File: src/rtl/swe_pkg.sv
// Purpose: Shared constants and types for the suspend wake event control block.
// Assumes: One always-running reference clock; all inputs synchronous except pins.
// Notes: Shared by the device end, the host end, the link properties and the bench.
package swe_pkg;

    // --------
    // Suspend-level select encodings
    // --------
    localparam logic [1:0] SWE_LVL_ZERO = 2'h0;
    localparam logic [1:0] SWE_LVL_ONE = 2'h1;
    localparam logic [1:0] SWE_LVL_TWO = 2'h2;
    localparam logic [1:0] SWE_LVL_THREE = 2'h3;
    localparam logic [1:0] SWE_LVL_RESET = SWE_LVL_TWO;

    // --------
    // Field layout and widths
    // --------
    localparam int SWE_GPIO_W = 11;
    localparam int SWE_GPIO_LINK = 7;
    localparam int SWE_GPIO_INT_TOP = 7;
    localparam int SWE_LAN_EN_W = 5;
    localparam int SWE_WS_LAN = 1;
    localparam int SWE_WS_ED = 0;
    localparam logic [7:0] SWE_A_CTRL = 8'h00;
    localparam logic [7:0] SWE_A_GPIO = 8'h04;
    localparam logic [7:0] SWE_A_CMD = 8'h08;
    localparam logic [7:0] SWE_A_STAT = 8'h0c;
    localparam logic [7:0] SWE_A_GSTAT = 8'h10;

    // Power states of the device.
    typedef enum logic [2:0] {
        SWE_UNPOWERED,
        SWE_NORMAL,
        SWE_SUSPENDED
    } swe_pstate_t;

endpackage

File: src/rtl/swe_link_if.sv
// Purpose: Link between the USB host side and the device wake logic.
// Assumes: Both ends run on ref_clk.
// Notes: Levels unless stated; pulses are one cycle wide.
interface swe_link_if;
    logic [1:0] level_sel;     // Suspend-level select, host driven.
    logic suspend_req;         // Pulse: suspend signalling.
    logic resume_req;          // Pulse: host resume signalling.
    logic bus_reset;           // Pulse: USB bus reset.
    logic [4:0] lan_wake_en;   // Per-event LAN wake enables.
    logic lan_wake_enable;     // Global LAN wake enable.
    logic energy_wake_en;      // Energy-detect wake enable.
    logic [10:0] gpio_wake_en; // Per-pin wake enables.
    logic link_up_wake_select; // GPIO7 used for link-up.
    logic int_ext_phy;         // High when the internal PHY is selected.
    logic [10:0] gpio_clr;     // Pulse: clear matching gpio flags.
    logic [1:0] wake_clr;      // Pulse: clear wake status bits.
    logic [1:0] power_state;   // Device: 0 unpowered, 1 normal, 2 suspended.
    logic [1:0] exited_level;  // Device: level last exited.
    logic [10:0] gpio_wake_flags; // Device: sticky gpio wake status.
    logic [1:0] wake_status_field; // Device: [1] LAN, [0] energy detect.
    logic remote_wake;         // Device: pulse toward the host.
    logic clocks_on;           // Device: internal clocks enabled.
    logic frame_drop;          // Device: drop received frames.

    modport dev (
        input level_sel, suspend_req, resume_req, bus_reset, lan_wake_en, lan_wake_enable,
        input energy_wake_en, gpio_wake_en, link_up_wake_select, int_ext_phy, gpio_clr,
        input wake_clr,
        output power_state, exited_level, gpio_wake_flags, wake_status_field, remote_wake,
        output clocks_on, frame_drop
    );
    modport host (
        output level_sel, suspend_req, resume_req, bus_reset, lan_wake_en, lan_wake_enable,
        output energy_wake_en, gpio_wake_en, link_up_wake_select, int_ext_phy, gpio_clr,
        output wake_clr,
        input power_state, exited_level, gpio_wake_flags, wake_status_field, remote_wake,
        input clocks_on, frame_drop
    );
endinterface

File: src/rtl/swe_device.sv
// Purpose: Device end: power states, wake source masking and wake status.
// Assumes: ref_clk always runs; gpio pins and bus power sense are asynchronous.
// Notes: MAC matchers and PHY detectors are outside; their events arrive as pulses.
// Contract
// - Suspend with select 11b enters level three.
// - Level three keeps every clock running.
// - Level three wakes on gpio, link-up, good frame.
// - Good frame wake sets LAN status bit.
// - Any LAN enable in level three drops frames.
// - Host keeps LAN enables clear in level three.
// - Host reads link-up select to classify GPIO7.
// - Levels zero and one wake sources, no bus-power.
// - Level two host/gpio; unpowered only bus-power.
// - GPIO wake sets per-pin status bits 0-10.
// - Pending event at suspend wakes immediately.
// - Good frame needs no LAN enable set.
// - GPIO7 wakes on link-up instead of its pin when selected, in levels zero and three only.
// - GPIO 0-7 wake only with internal PHY.
// - GPIO 8-10 wake in either PHY mode.
// - Five enables gate events into composite LAN wake.
// - Host reads exited level to disambiguate LAN status.
// - Level encodings 00,01,10,11; default 10.
// - Bus reset returns to normal state.
// - Internal wake event raises remote wake.
module swe_device
    import swe_pkg::*;
#(
    parameter int GPIO_W = SWE_GPIO_W
) (
    input wire logic ref_clk,
    input wire logic rst_n,
    swe_link_if.dev link,
    input wire logic [GPIO_W-1:0] gpio_pin,
    input wire logic [GPIO_W-1:0] gpio_pol,
    input wire logic bus_power_sense,
    input wire logic [SWE_LAN_EN_W-1:0] lan_events,
    input wire logic good_frame_rx,
    input wire logic energy_detect,
    input wire logic link_up,
    output logic [1:0] power_state,
    output logic remote_wake_out
);

    if (GPIO_W != SWE_GPIO_W) begin : g_bad_width
        $error("GPIO_W must match the package pin count");
    end

    // --------
    // State record
    // --------
    typedef struct packed {
        logic [GPIO_W-1:0] gpio_s1;
        logic [GPIO_W-1:0] gpio_s2;
        logic [GPIO_W-1:0] gpio_prev;
        logic vbus_s1;
        logic vbus_s2;
        swe_pstate_t pst;
        logic [1:0] level;
        logic [1:0] exited;
        logic [GPIO_W-1:0] gflags;
        logic [1:0] wstat;
        logic rwake;
        logic clk_on;
        logic drop;
        logic [1:0] pst_out;
    } swe_dev_t;

    swe_dev_t st_ff;
    swe_dev_t nxt_st;

    // Classifies the power state for the link.
    function automatic logic [1:0] swe_code(input swe_pstate_t p);
        case (p)
            SWE_UNPOWERED: swe_code = 2'h0;
            SWE_NORMAL: swe_code = 2'h1;
            default: swe_code = 2'h2;
        endcase
    endfunction

    logic [GPIO_W-1:0] gpio_act;
    logic [GPIO_W-1:0] gpio_evt;
    logic lan_comp;
    logic good_evt;
    logic any_lan_en;
    logic in_susp;
    logic wake_ev;
    logic pending;

    // --------
    // Wake event decode
    // --------
    always_comb begin
        any_lan_en = |link.lan_wake_en;
        lan_comp = |(link.lan_wake_en & lan_events);
        good_evt = good_frame_rx && !any_lan_en;
        gpio_act = st_ff.gpio_s2 ^ gpio_pol;
        gpio_evt = gpio_act & ~st_ff.gpio_prev & link.gpio_wake_en;
        if (link.link_up_wake_select) begin
            gpio_evt[SWE_GPIO_LINK] = link_up && link.gpio_wake_en[SWE_GPIO_LINK]
                && (st_ff.level == SWE_LVL_ZERO || st_ff.level == SWE_LVL_THREE);
        end
        if (!link.int_ext_phy) begin
            gpio_evt[SWE_GPIO_INT_TOP:0] = '0;
        end
        // Lines 8-10 pass in either PHY mode.
        in_susp = (st_ff.pst == SWE_SUSPENDED);
        if (!in_susp) begin
            gpio_evt = '0;
        end
        wake_ev = 1'b0;
        case (st_ff.level)
            SWE_LVL_ZERO: wake_ev = (link.lan_wake_enable && lan_comp) || (|gpio_evt);
            SWE_LVL_ONE: wake_ev = (link.energy_wake_en && energy_detect) || (|gpio_evt);
            SWE_LVL_TWO: wake_ev = |gpio_evt;
            SWE_LVL_THREE: wake_ev = good_evt || (|gpio_evt);
            default: wake_ev = 1'b0;
        endcase
        wake_ev = wake_ev && in_susp;
        pending = (|st_ff.gflags) || (|st_ff.wstat);
    end

    // --------
    // Next state
    // --------
    always_comb begin
        nxt_st = st_ff;
        nxt_st.gpio_s1 = gpio_pin;
        nxt_st.gpio_s2 = st_ff.gpio_s1;
        nxt_st.gpio_prev = gpio_act;
        nxt_st.vbus_s1 = bus_power_sense;
        nxt_st.vbus_s2 = st_ff.vbus_s1;
        nxt_st.rwake = 1'b0;
        nxt_st.level = link.level_sel;
        // Status: set wins over a clear in the same cycle.
        nxt_st.gflags = (st_ff.gflags & ~link.gpio_clr) | gpio_evt;
        nxt_st.wstat = st_ff.wstat & ~link.wake_clr;
        if (in_susp && st_ff.level == SWE_LVL_ZERO && link.lan_wake_enable && lan_comp) begin
            nxt_st.wstat[SWE_WS_LAN] = 1'b1;
        end
        if (in_susp && st_ff.level == SWE_LVL_THREE && good_evt) begin
            nxt_st.wstat[SWE_WS_LAN] = 1'b1;
        end
        if (in_susp && st_ff.level == SWE_LVL_ONE && link.energy_wake_en && energy_detect) begin
            nxt_st.wstat[SWE_WS_ED] = 1'b1;
        end
        case (st_ff.pst)
            SWE_UNPOWERED: begin
                if (st_ff.vbus_s2) begin
                    nxt_st.pst = SWE_NORMAL;
                end
            end
            SWE_NORMAL: begin
                if (link.suspend_req) begin
                    nxt_st.pst = SWE_SUSPENDED;
                    nxt_st.level = link.level_sel;
                    if (pending) begin
                        nxt_st.pst = SWE_NORMAL;
                        nxt_st.rwake = 1'b1;
                        nxt_st.exited = link.level_sel;
                    end
                end
            end
            SWE_SUSPENDED: begin
                nxt_st.level = st_ff.level;
                if (link.resume_req || wake_ev) begin
                    nxt_st.pst = SWE_NORMAL;
                    nxt_st.exited = st_ff.level;
                    nxt_st.rwake = wake_ev;
                end
            end
            default: nxt_st.pst = SWE_NORMAL;
        endcase
        if (link.bus_reset && st_ff.pst != SWE_UNPOWERED) begin
            nxt_st.pst = SWE_NORMAL;
            nxt_st.gflags = '0;
            nxt_st.wstat = '0;
        end
        if (!st_ff.vbus_s2) begin
            nxt_st.pst = SWE_UNPOWERED;
        end
        // Clocks stop in levels zero to two and when unpowered.
        nxt_st.clk_on = !(nxt_st.pst == SWE_SUSPENDED && nxt_st.level != SWE_LVL_THREE)
            && nxt_st.pst != SWE_UNPOWERED;
        nxt_st.drop = nxt_st.pst == SWE_SUSPENDED && nxt_st.level == SWE_LVL_THREE
            && any_lan_en;
        nxt_st.pst_out = swe_code(nxt_st.pst);
    end

    // --------
    // State register
    // --------
    always_ff @(posedge ref_clk or negedge rst_n) begin
        if (!rst_n) begin
            st_ff <= '{gpio_s1: '0, gpio_s2: '0, gpio_prev: '0, vbus_s1: 1'b0,
                vbus_s2: 1'b0, pst: SWE_UNPOWERED, level: SWE_LVL_RESET,
                exited: SWE_LVL_RESET, gflags: '0, wstat: 2'h0, rwake: 1'b0,
                clk_on: 1'b0, drop: 1'b0, pst_out: 2'h0};
        end else begin
            st_ff <= nxt_st;
        end
    end

    // Outputs come straight from the state record.
    assign link.power_state = st_ff.pst_out;
    assign link.exited_level = st_ff.exited;
    assign link.gpio_wake_flags = st_ff.gflags;
    assign link.wake_status_field = st_ff.wstat;
    assign link.remote_wake = st_ff.rwake;
    assign link.clocks_on = st_ff.clk_on;
    assign link.frame_drop = st_ff.drop;
    assign power_state = st_ff.pst_out;
    assign remote_wake_out = st_ff.rwake;

endmodule

File: src/flat_wrapper.sv
// flat-port wrapper written by rule: the top's interface ports become plain ports
module swe_device_flat import swe_pkg::*;
#(
    parameter int GPIO_W = SWE_GPIO_W
)
  (ref_clk, rst_n, gpio_pin, gpio_pol, bus_power_sense, lan_events, good_frame_rx, energy_detect, link_up, power_state, remote_wake_out, link_level_sel, link_suspend_req, link_resume_req, link_bus_reset, link_lan_wake_en, link_lan_wake_enable, link_energy_wake_en, link_gpio_wake_en, link_link_up_wake_select, link_int_ext_phy, link_gpio_clr, link_wake_clr, link_power_state, link_exited_level, link_gpio_wake_flags, link_wake_status_field, link_remote_wake, link_clocks_on, link_frame_drop);
  swe_link_if link_i ();
  input wire logic ref_clk;
  input wire logic rst_n;
  input wire logic [GPIO_W-1:0] gpio_pin;
  input wire logic [GPIO_W-1:0] gpio_pol;
  input wire logic bus_power_sense;
  input wire logic [SWE_LAN_EN_W-1:0] lan_events;
  input wire logic good_frame_rx;
  input wire logic energy_detect;
  input wire logic link_up;
  output logic [1:0] power_state;
  output logic remote_wake_out;
  input wire logic [$bits(link_i.level_sel)-1:0] link_level_sel;
  input wire logic [$bits(link_i.suspend_req)-1:0] link_suspend_req;
  input wire logic [$bits(link_i.resume_req)-1:0] link_resume_req;
  input wire logic [$bits(link_i.bus_reset)-1:0] link_bus_reset;
  input wire logic [$bits(link_i.lan_wake_en)-1:0] link_lan_wake_en;
  input wire logic [$bits(link_i.lan_wake_enable)-1:0] link_lan_wake_enable;
  input wire logic [$bits(link_i.energy_wake_en)-1:0] link_energy_wake_en;
  input wire logic [$bits(link_i.gpio_wake_en)-1:0] link_gpio_wake_en;
  input wire logic [$bits(link_i.link_up_wake_select)-1:0] link_link_up_wake_select;
  input wire logic [$bits(link_i.int_ext_phy)-1:0] link_int_ext_phy;
  input wire logic [$bits(link_i.gpio_clr)-1:0] link_gpio_clr;
  input wire logic [$bits(link_i.wake_clr)-1:0] link_wake_clr;
  output wire logic [$bits(link_i.power_state)-1:0] link_power_state;
  output wire logic [$bits(link_i.exited_level)-1:0] link_exited_level;
  output wire logic [$bits(link_i.gpio_wake_flags)-1:0] link_gpio_wake_flags;
  output wire logic [$bits(link_i.wake_status_field)-1:0] link_wake_status_field;
  output wire logic [$bits(link_i.remote_wake)-1:0] link_remote_wake;
  output wire logic [$bits(link_i.clocks_on)-1:0] link_clocks_on;
  output wire logic [$bits(link_i.frame_drop)-1:0] link_frame_drop;
  assign link_i.level_sel = link_level_sel;
  assign link_i.suspend_req = link_suspend_req;
  assign link_i.resume_req = link_resume_req;
  assign link_i.bus_reset = link_bus_reset;
  assign link_i.lan_wake_en = link_lan_wake_en;
  assign link_i.lan_wake_enable = link_lan_wake_enable;
  assign link_i.energy_wake_en = link_energy_wake_en;
  assign link_i.gpio_wake_en = link_gpio_wake_en;
  assign link_i.link_up_wake_select = link_link_up_wake_select;
  assign link_i.int_ext_phy = link_int_ext_phy;
  assign link_i.gpio_clr = link_gpio_clr;
  assign link_i.wake_clr = link_wake_clr;
  assign link_power_state = link_i.power_state;
  assign link_exited_level = link_i.exited_level;
  assign link_gpio_wake_flags = link_i.gpio_wake_flags;
  assign link_wake_status_field = link_i.wake_status_field;
  assign link_remote_wake = link_i.remote_wake;
  assign link_clocks_on = link_i.clocks_on;
  assign link_frame_drop = link_i.frame_drop;
  swe_device #(.GPIO_W(GPIO_W)) u_core (.ref_clk(ref_clk), .rst_n(rst_n), .link(link_i), .gpio_pin(gpio_pin), .gpio_pol(gpio_pol), .bus_power_sense(bus_power_sense), .lan_events(lan_events), .good_frame_rx(good_frame_rx), .energy_detect(energy_detect), .link_up(link_up), .power_state(power_state), .remote_wake_out(remote_wake_out));
endmodule
File: config.mk
export PLATFORM = sky130hd
export DESIGN_NAME = swe_device_flat
export DESIGN_NICKNAME = d
export VERILOG_FILES = /design/src/rtl/swe_pkg.sv /design/src/rtl/swe_link_if.sv /design/src/rtl/swe_device.sv /design/src/flat_wrapper.sv
export SDC_FILE = /design/constraint.sdc
export NUM_CORES = 1
export LEC_CHECK = 0
export BUFFER_PORTS_ARGS = -buffer_cell sky130_fd_sc_hd__buf_2
export CORE_UTILIZATION = 52
export CTS_CLUSTER_SIZE = 24
export DETAILED_ROUTE_END_ITERATION = 8
export PLACE_DENSITY_LB_ADDON = 0.3
export SLEW_MARGIN = 20
export SYNTH_ARGS = -nofsm -noshare
export SYNTH_HDL_FRONTEND = slang
export SYNTH_SLANG_ARGS = --single-unit
export TNS_END_PERCENT = 5
File: constraint.sdc
create_clock -name ref_clk -period 5.3 [get_ports ref_clk]
set_clock_uncertainty 0.05 [all_clocks]
set_input_delay 0.265 -clock ref_clk [delete_from_list [all_inputs] [get_ports ref_clk]]
set_output_delay 0.265 -clock ref_clk [all_outputs]
set_load 0.01 [all_outputs]
==> impl_metrics.ini, run 1 <==
[floorplanning]
coreArea_mm2 = 0.00472
rows = 25
die_area_mm2 = 0.00517
die_y_um = 71.9
initial_core_util_pct = 53.8
die_w_um = 71.9
io_pins = 94

[grt]
grt_pass1_vias = 1810
grt_max_degree = 61
groute.usage.overall_pct = 22.8
antenna_found_initial = 0
grt_pass1_wl_um = 8420
overflow = 0

[worst_setup_path]
worstPathArrival_ns = 2.83
reg2reg_depth = 8
slowest_stage = dfstp_2
slowest_delay_ns = 0.55
crit_path_cell_trace = inv_1, ha_1, inv_2, a32o_2, a2111oi_4, a31oi_2, o41ai_4, mux2_1
path_buf_inv = 2
crit_type = flip-flop to flip-flop
start_kind = flip-flop
critical_path_required_ns = 5.48
path_max_fanout = 4
cp_num_cells = 8
cpLargestDelayFamily = compound AO/OA/AOI/OAI gates
cp-end-kind = flip-flop

[power_and_ir_drop]
p_clk_share_pct = 38.1
p_int_mw = 0.698
power_frac_comb_pct = 10.1
p_sw_mw = 0.247
power.density_mw_per_mm2 = 292
irDropWorstVdd_v = 0.000228
p_leak_nw = 1.69
power.share.switching_pct = 26.1
p_seq_share_pct = 51.7

[clocking]
clkTransAtPathRegs_ns = 0.07
cts_tree = built
post_cts_resize_count = 0
hold_buffers = 12
clk_path_buf_depth = 2
cts_root_buffer = clkbuf_8
cts_made_buffers = 9
clkSinkCount = 60
cts.htree.levels = 3
post_cts_buffers = 0
clock_latency_ns = 0.34

[detailed_routing]
num_vias = 1894
drt-initial-drc-count = 102
wire_per_inst_um = 14.2
viasPerCell = 5.01
dr.pass1.iters = 4
postRouteAntennaNets = 0
wl_um = 5360
drc = 0

[logic_synthesis]
synth_cells = 211
netlist.area_leader.share_pct = 57.1
synth_area_mm2 = 0.00254
yosys_most_used_dff = dfrtp_1
yosys_warnings = 0
synth-seq-cells = 60
synth_area_leaders = dfrtp_1, buf_4, xor2_1
synth_top_cell_by_area = dfrtp_1
async_reset_ff_share_pct = 100
synth-seq-area-share_pct = 59.2
synth_edf_count = 0
avgSynthCellArea_um2 = 12.0
synth_cell_types = 44
synth_nets = 286

[timing]
min_period_ns = 2.66
final_hold_viol_count = 0
setup_viol = 0
fin_crit_sh_pct = 50.2
final.setup.tns_ns = 0
post-route-worst-setup-slack_ns = 2.64
tightest_slew_ns = 0.735
max_slew_margin_pct = 51.0
rsz0062_at_grt = false
max_freq_mhz = 376
slew_viol_final = 0

[finish]
nNetsFinal = 381
layout.cells.non_filler = 378
utilization_pct = 68.5
fillers = 343
multiInputGateArea_um2 = 857
ff_latch_area_mm2 = 0.00150
synthToLayoutAreaGrowth_pct = 27.3
drive_above_1_share_pct = 38.6
antennaDiodeCount = 0

[flow_run]
maxCapViolations = 0

[placement]
gp_congestion = 0.849
portBuffers = 93
dp_hpwl_um = 3840
place_inst = 350
place_ws_ns = 2.64

[hold_path]
hp-class = input port to asynchronous set/reset pin

[run_status]
status = complete, no violations
layout make-up:
cell class                 count  area share (%)
clock inverter                 7            1.62
sequential                    60            46.5
inverter                       6           0.696
tap                           67            2.59
clock buffer                   9            3.83
multi-input combinational    123            26.5
timing repair buffer         106            18.3
kinds of logic after synthesis:
logic type | after synthesis | share of synthesized area, %
buffers and inverters | 28 | 7.14
flip-flops | 60 | 59.2
XOR/XNOR | 11 | 3.79
multiplexers | 2 | 0.886
adder cells (fa/ha/maj) | 4 | 1.97
AO/OA/AOI/OAI | 31 | 9.99
AND/OR/NAND/NOR | 74 | 16.9
other | 1 | 0.147
metal layers:
metal / global-route usage (%) / vias to the layer above / wire length [µm]
met5: 0 / - / 0
met4: 14.2 / 0 / 153
met3: 5.97 / 15 / 327
met2: 36.4 / 79 / 2620
met1: 27.8 / 905 / 2260
li1: - / 895 / -
power by group through the flow:
stage | clock network (mW) | logic, mW | registers, mW
2_1_floorplan | 0 | 0.0432 | 0.495
3_3_place_gp | 0 | 0.0863 | 0.495
3_5_place_dp | 0 | 0.0894 | 0.497
4_1_cts | 0.367 | 0.0963 | 0.489
5_1_grt | 0.385 | 0.106 | 0.491
6_report | 0.360 | 0.0959 | 0.489
placed cells by master (no fill, tap or decap), types with 2 or more instances in the layout:
| master | synthesis | layout |
|---|---|---|
| a21oi_1 | 15 | 15 |
| and2_1 | 3 | 3 |
| and3b_1 | 10 | 10 |
| buf_2 | 1 | 93 |
| clkbuf_8 | 0 | 9 |
| clkinv_2 | 0 | 2 |
| clkinv_4 | 0 | 3 |
| dfrtp_1 | 58 | 58 |
| dfstp_2 | 2 | 2 |
| dlygate4sd3_1 | 0 | 12 |
| ha_1 | 4 | 4 |
| inv_1 | 5 | 5 |
| mux2_1 | 2 | 2 |
| nand2_1 | 8 | 8 |
| nand3_1 | 2 | 2 |
| nand4_1 | 2 | 2 |
| nor2_1 | 19 | 19 |
| nor2b_1 | 14 | 14 |
| nor3_1 | 3 | 3 |
| nor3b_1 | 2 | 2 |
| nor4_1 | 4 | 4 |
| o21ai_0 | 2 | 2 |
| xor2_1 | 11 | 11 |
sequential cells by signal, indices dropped and copies added, names as in the netlist:
signal and count:
u_core.st_ff 28, u_core.nxt_st 12, u_core.link.gpio_wake_flags 11, u_core.link.exited_level 2, u_core.link.power_state 2, u_core.link.wake_status_field 2, u_core.link.clocks_on 1, u_core.link.frame_drop 1
u_core.link.remote_wake 1
synthesized netlist by cell type (all sizes together), types with 4 or more instances:
cell    n
dfrtp  58
buf    21
nor2   19
a21oi  15
nor2b  14
xor2   11
and3b  10
nand2   8
inv     6
ha      4
nor4    4
metrics by stage:
stage                     hold slack (ns)  total power, mW  area [µm²]
final                             0.00836            0.945        3240
after global routing               0.0619            0.982        3240
after CTS                          0.0348            0.952        3240
after detailed placement            0.285            0.587        2940
after global placement              0.281            0.582        2940
after floorplan                   -0.0806            0.538        2540
final timing paths:
path	from	to	slack (ns)
worst min-delay path	rst_n	u_core.link.gpio_wake_flags[4]	0.008
worst max-delay path	u_core.st_ff[21]	u_core.link.exited_level[0]	2.64
worst max register to register	u_core.st_ff[21]	u_core.link.exited_level[0]	2.64
worst min register to register	u_core.nxt_st[25]	u_core.st_ff[25]	0.30
max in group asynchronous	rst_n	u_core.st_ff[25]	4.70
min in group ref_clk	gpio_pol[5]	u_core.st_ff[32]	0.07
Note: power is estimated with default switching activity, not from simulation.
==> run 2: changes to the inputs <==
Settings changed: CORE_UTILIZATION 52 to 49.
Clock period 5.3 ns to 2.5 ns, I/O delays scaled along.
==> impl_metrics.ini, run 2 (same netlist as run 1, synthesis figures left out) <==
[run_status]
status = complete, no violations

[finish]
antennaDiodeCount = 0
synthToLayoutAreaGrowth_pct = 39.5
drive_above_1_share_pct = 39.3
layout_commonest_cell = buf_2
fillers = 330
ff_latch_area_mm2 = 0.00150
largest_register = u_core.st_ff
final_cell_mix = buf_2, dfrtp_1, dlygate4sd3_1
nNetsFinal = 401
layout.cells.non_filler = 398
utilization_pct = 73.1
multiInputGateArea_um2 = 908
largest_reg_flops = 28

[clocking]
cts_root_buffer = clkbuf_8
clkSinkCount = 60
cts_tree = built
clock_latency_ns = 0.34
clkTransAtPathRegs_ns = 0.07
cts_made_buffers = 9
cts.htree.levels = 3
clk_path_buf_depth = 2
post_cts_buffers = 0

[detailed_routing]
drt-initial-drc-count = 68
drc = 0
num_vias = 1936
wl_um = 5660
postRouteAntennaNets = 0
wire_per_inst_um = 14.2
viasPerCell = 4.86
dr.pass1.iters = 5

[placement]
portBuffers = 93
dp_hpwl_um = 3770
place_ws_ns = -0.0253
place_inst = 356
gp_congestion = 0.827

[power_and_ir_drop]
power.density_mw_per_mm2 = 659
irDropWorstVdd_v = 0.000542
p_leak_nw = 1.82

[floorplanning]
die_area_mm2 = 0.00548
io_pins = 94
die_y_um = 74.0
coreArea_mm2 = 0.00485
initial_core_util_pct = 52.4
die_w_um = 74.0
rows = 25

[grt]
grt_util_met3_pct = 7.18
groute.usage.overall_pct = 22.0
use_met1_pct = 27.3
overflow = 0
grt_max_degree = 58
grt_pass1_wl_um = 8520
grt_pass1_vias = 1877
met2_usage_pct = 35.9
top_usage_layer = met2
antenna_found_initial = 0

[worst_setup_path]
cp-end-kind = flip-flop
critPathLaunch = u_core.st_ff[21]
path_max_fanout = 6
crit_type = flip-flop to flip-flop
r2r_start = u_core.st_ff[21]
start_kind = flip-flop
worstPathArrival_ns = 2.65
critical_path_required_ns = 2.72

[timing]
final_hold_viol_count = 0
max_freq_mhz = 411
slew_viol_final = 0
fin_crit_sh_pct = 97.2
min_period_ns = 2.43
post-route-worst-setup-slack_ns = 0.0694
max_slew_margin_pct = 54.2
hold_slack_ns = 0.0272
setup_viol = 0
final.setup.tns_ns = 0
tightest_slew_ns = 0.687

[hold_path]
hp-class = input port to flip-flop
hold_start = link_gpio_clr[6]

[flow_run]
maxCapViolations = 0
[run 2: changes by cell type in the layout (fill, tap and decap cells not counted), sizes merged]
cell,previous run,this run
inv,7,6
buf,94,100
bufinv,0,3
dlygate4sd3,12,26
clkinv,5,4
clkinvlp,1,0
[run 2: layout make-up]
cell class | instances | share of cell area [%]
clock buffers | 9 | 3.49
clock inverters | 7 | 3.53
inverters | 6 | 0.635
multi-input cells | 123 | 25.6
repair buffers | 126 | 21.9
flip-flops and latches | 60 | 42.4
well taps | 67 | 2.36
[run 2: worst paths after layout]
path,endpoint,slack [ns],depth (start not counted)
setup / recovery,u_core.link.frame_drop,0.07,9
hold / removal,u_core.link.gpio_wake_flags[6],0.03,4
setup reg to reg,u_core.link.frame_drop,0.07,9
hold reg to reg,u_core.st_ff[25],0.30,0
max in group asynchronous,u_core.nxt_st[44],1.45,3
min in group asynchronous,u_core.st_ff[25],0.08,2
[run 2: worst max-delay path, cell delays in order (launching register included)]
cell and delay (ns):
dfstp_2 0.54, inv_2 0.04, buf_4 0.13, ha_1 0.19, and3_4 0.17, a41oi_4 0.20
o2bb2ai_4 0.10, or4_4 0.48, o32a_4 0.23, and4b_1 0.25
[run 2: repair_timing]
action,in CTS,in global routing
resized for setup,0,6
endpoints found under the hold margin,83,0
hold buffers,26,0
pin swaps,1,2
endpoints found under the setup margin,1,6
[run 2: metal layers]
metal | routed length [µm] | vias to the layer above | part of all wire (%)
met5 | 0 | - | 0
met4 | 61 | 0 | 1.1
met3 | 321 | 6 | 5.7
met2 | 2950 | 66 | 52
met1 | 2330 | 929 | 41
li1 | - | 935 | -
[run 2: where the power goes]
| group | switching (mW) | leakage (nW) | internal [mW] |
|---|---|---|---|
| Clock | 0.396 | 0.124 | 0.668 |
| Combinational | 0.113 | 0.958 | 0.126 |
| Sequential | 0.0179 | 0.739 | 1.02 |
[run 2: metrics by stage]
step           cell area (µm²)  power (mW)
6_report                  3550        2.34
5_1_grt                   3550        2.42
4_1_cts                   3490        2.35
2_1_floorplan             2540        1.14
3_5_place_dp              2990        1.25
3_3_place_gp              2990        1.24
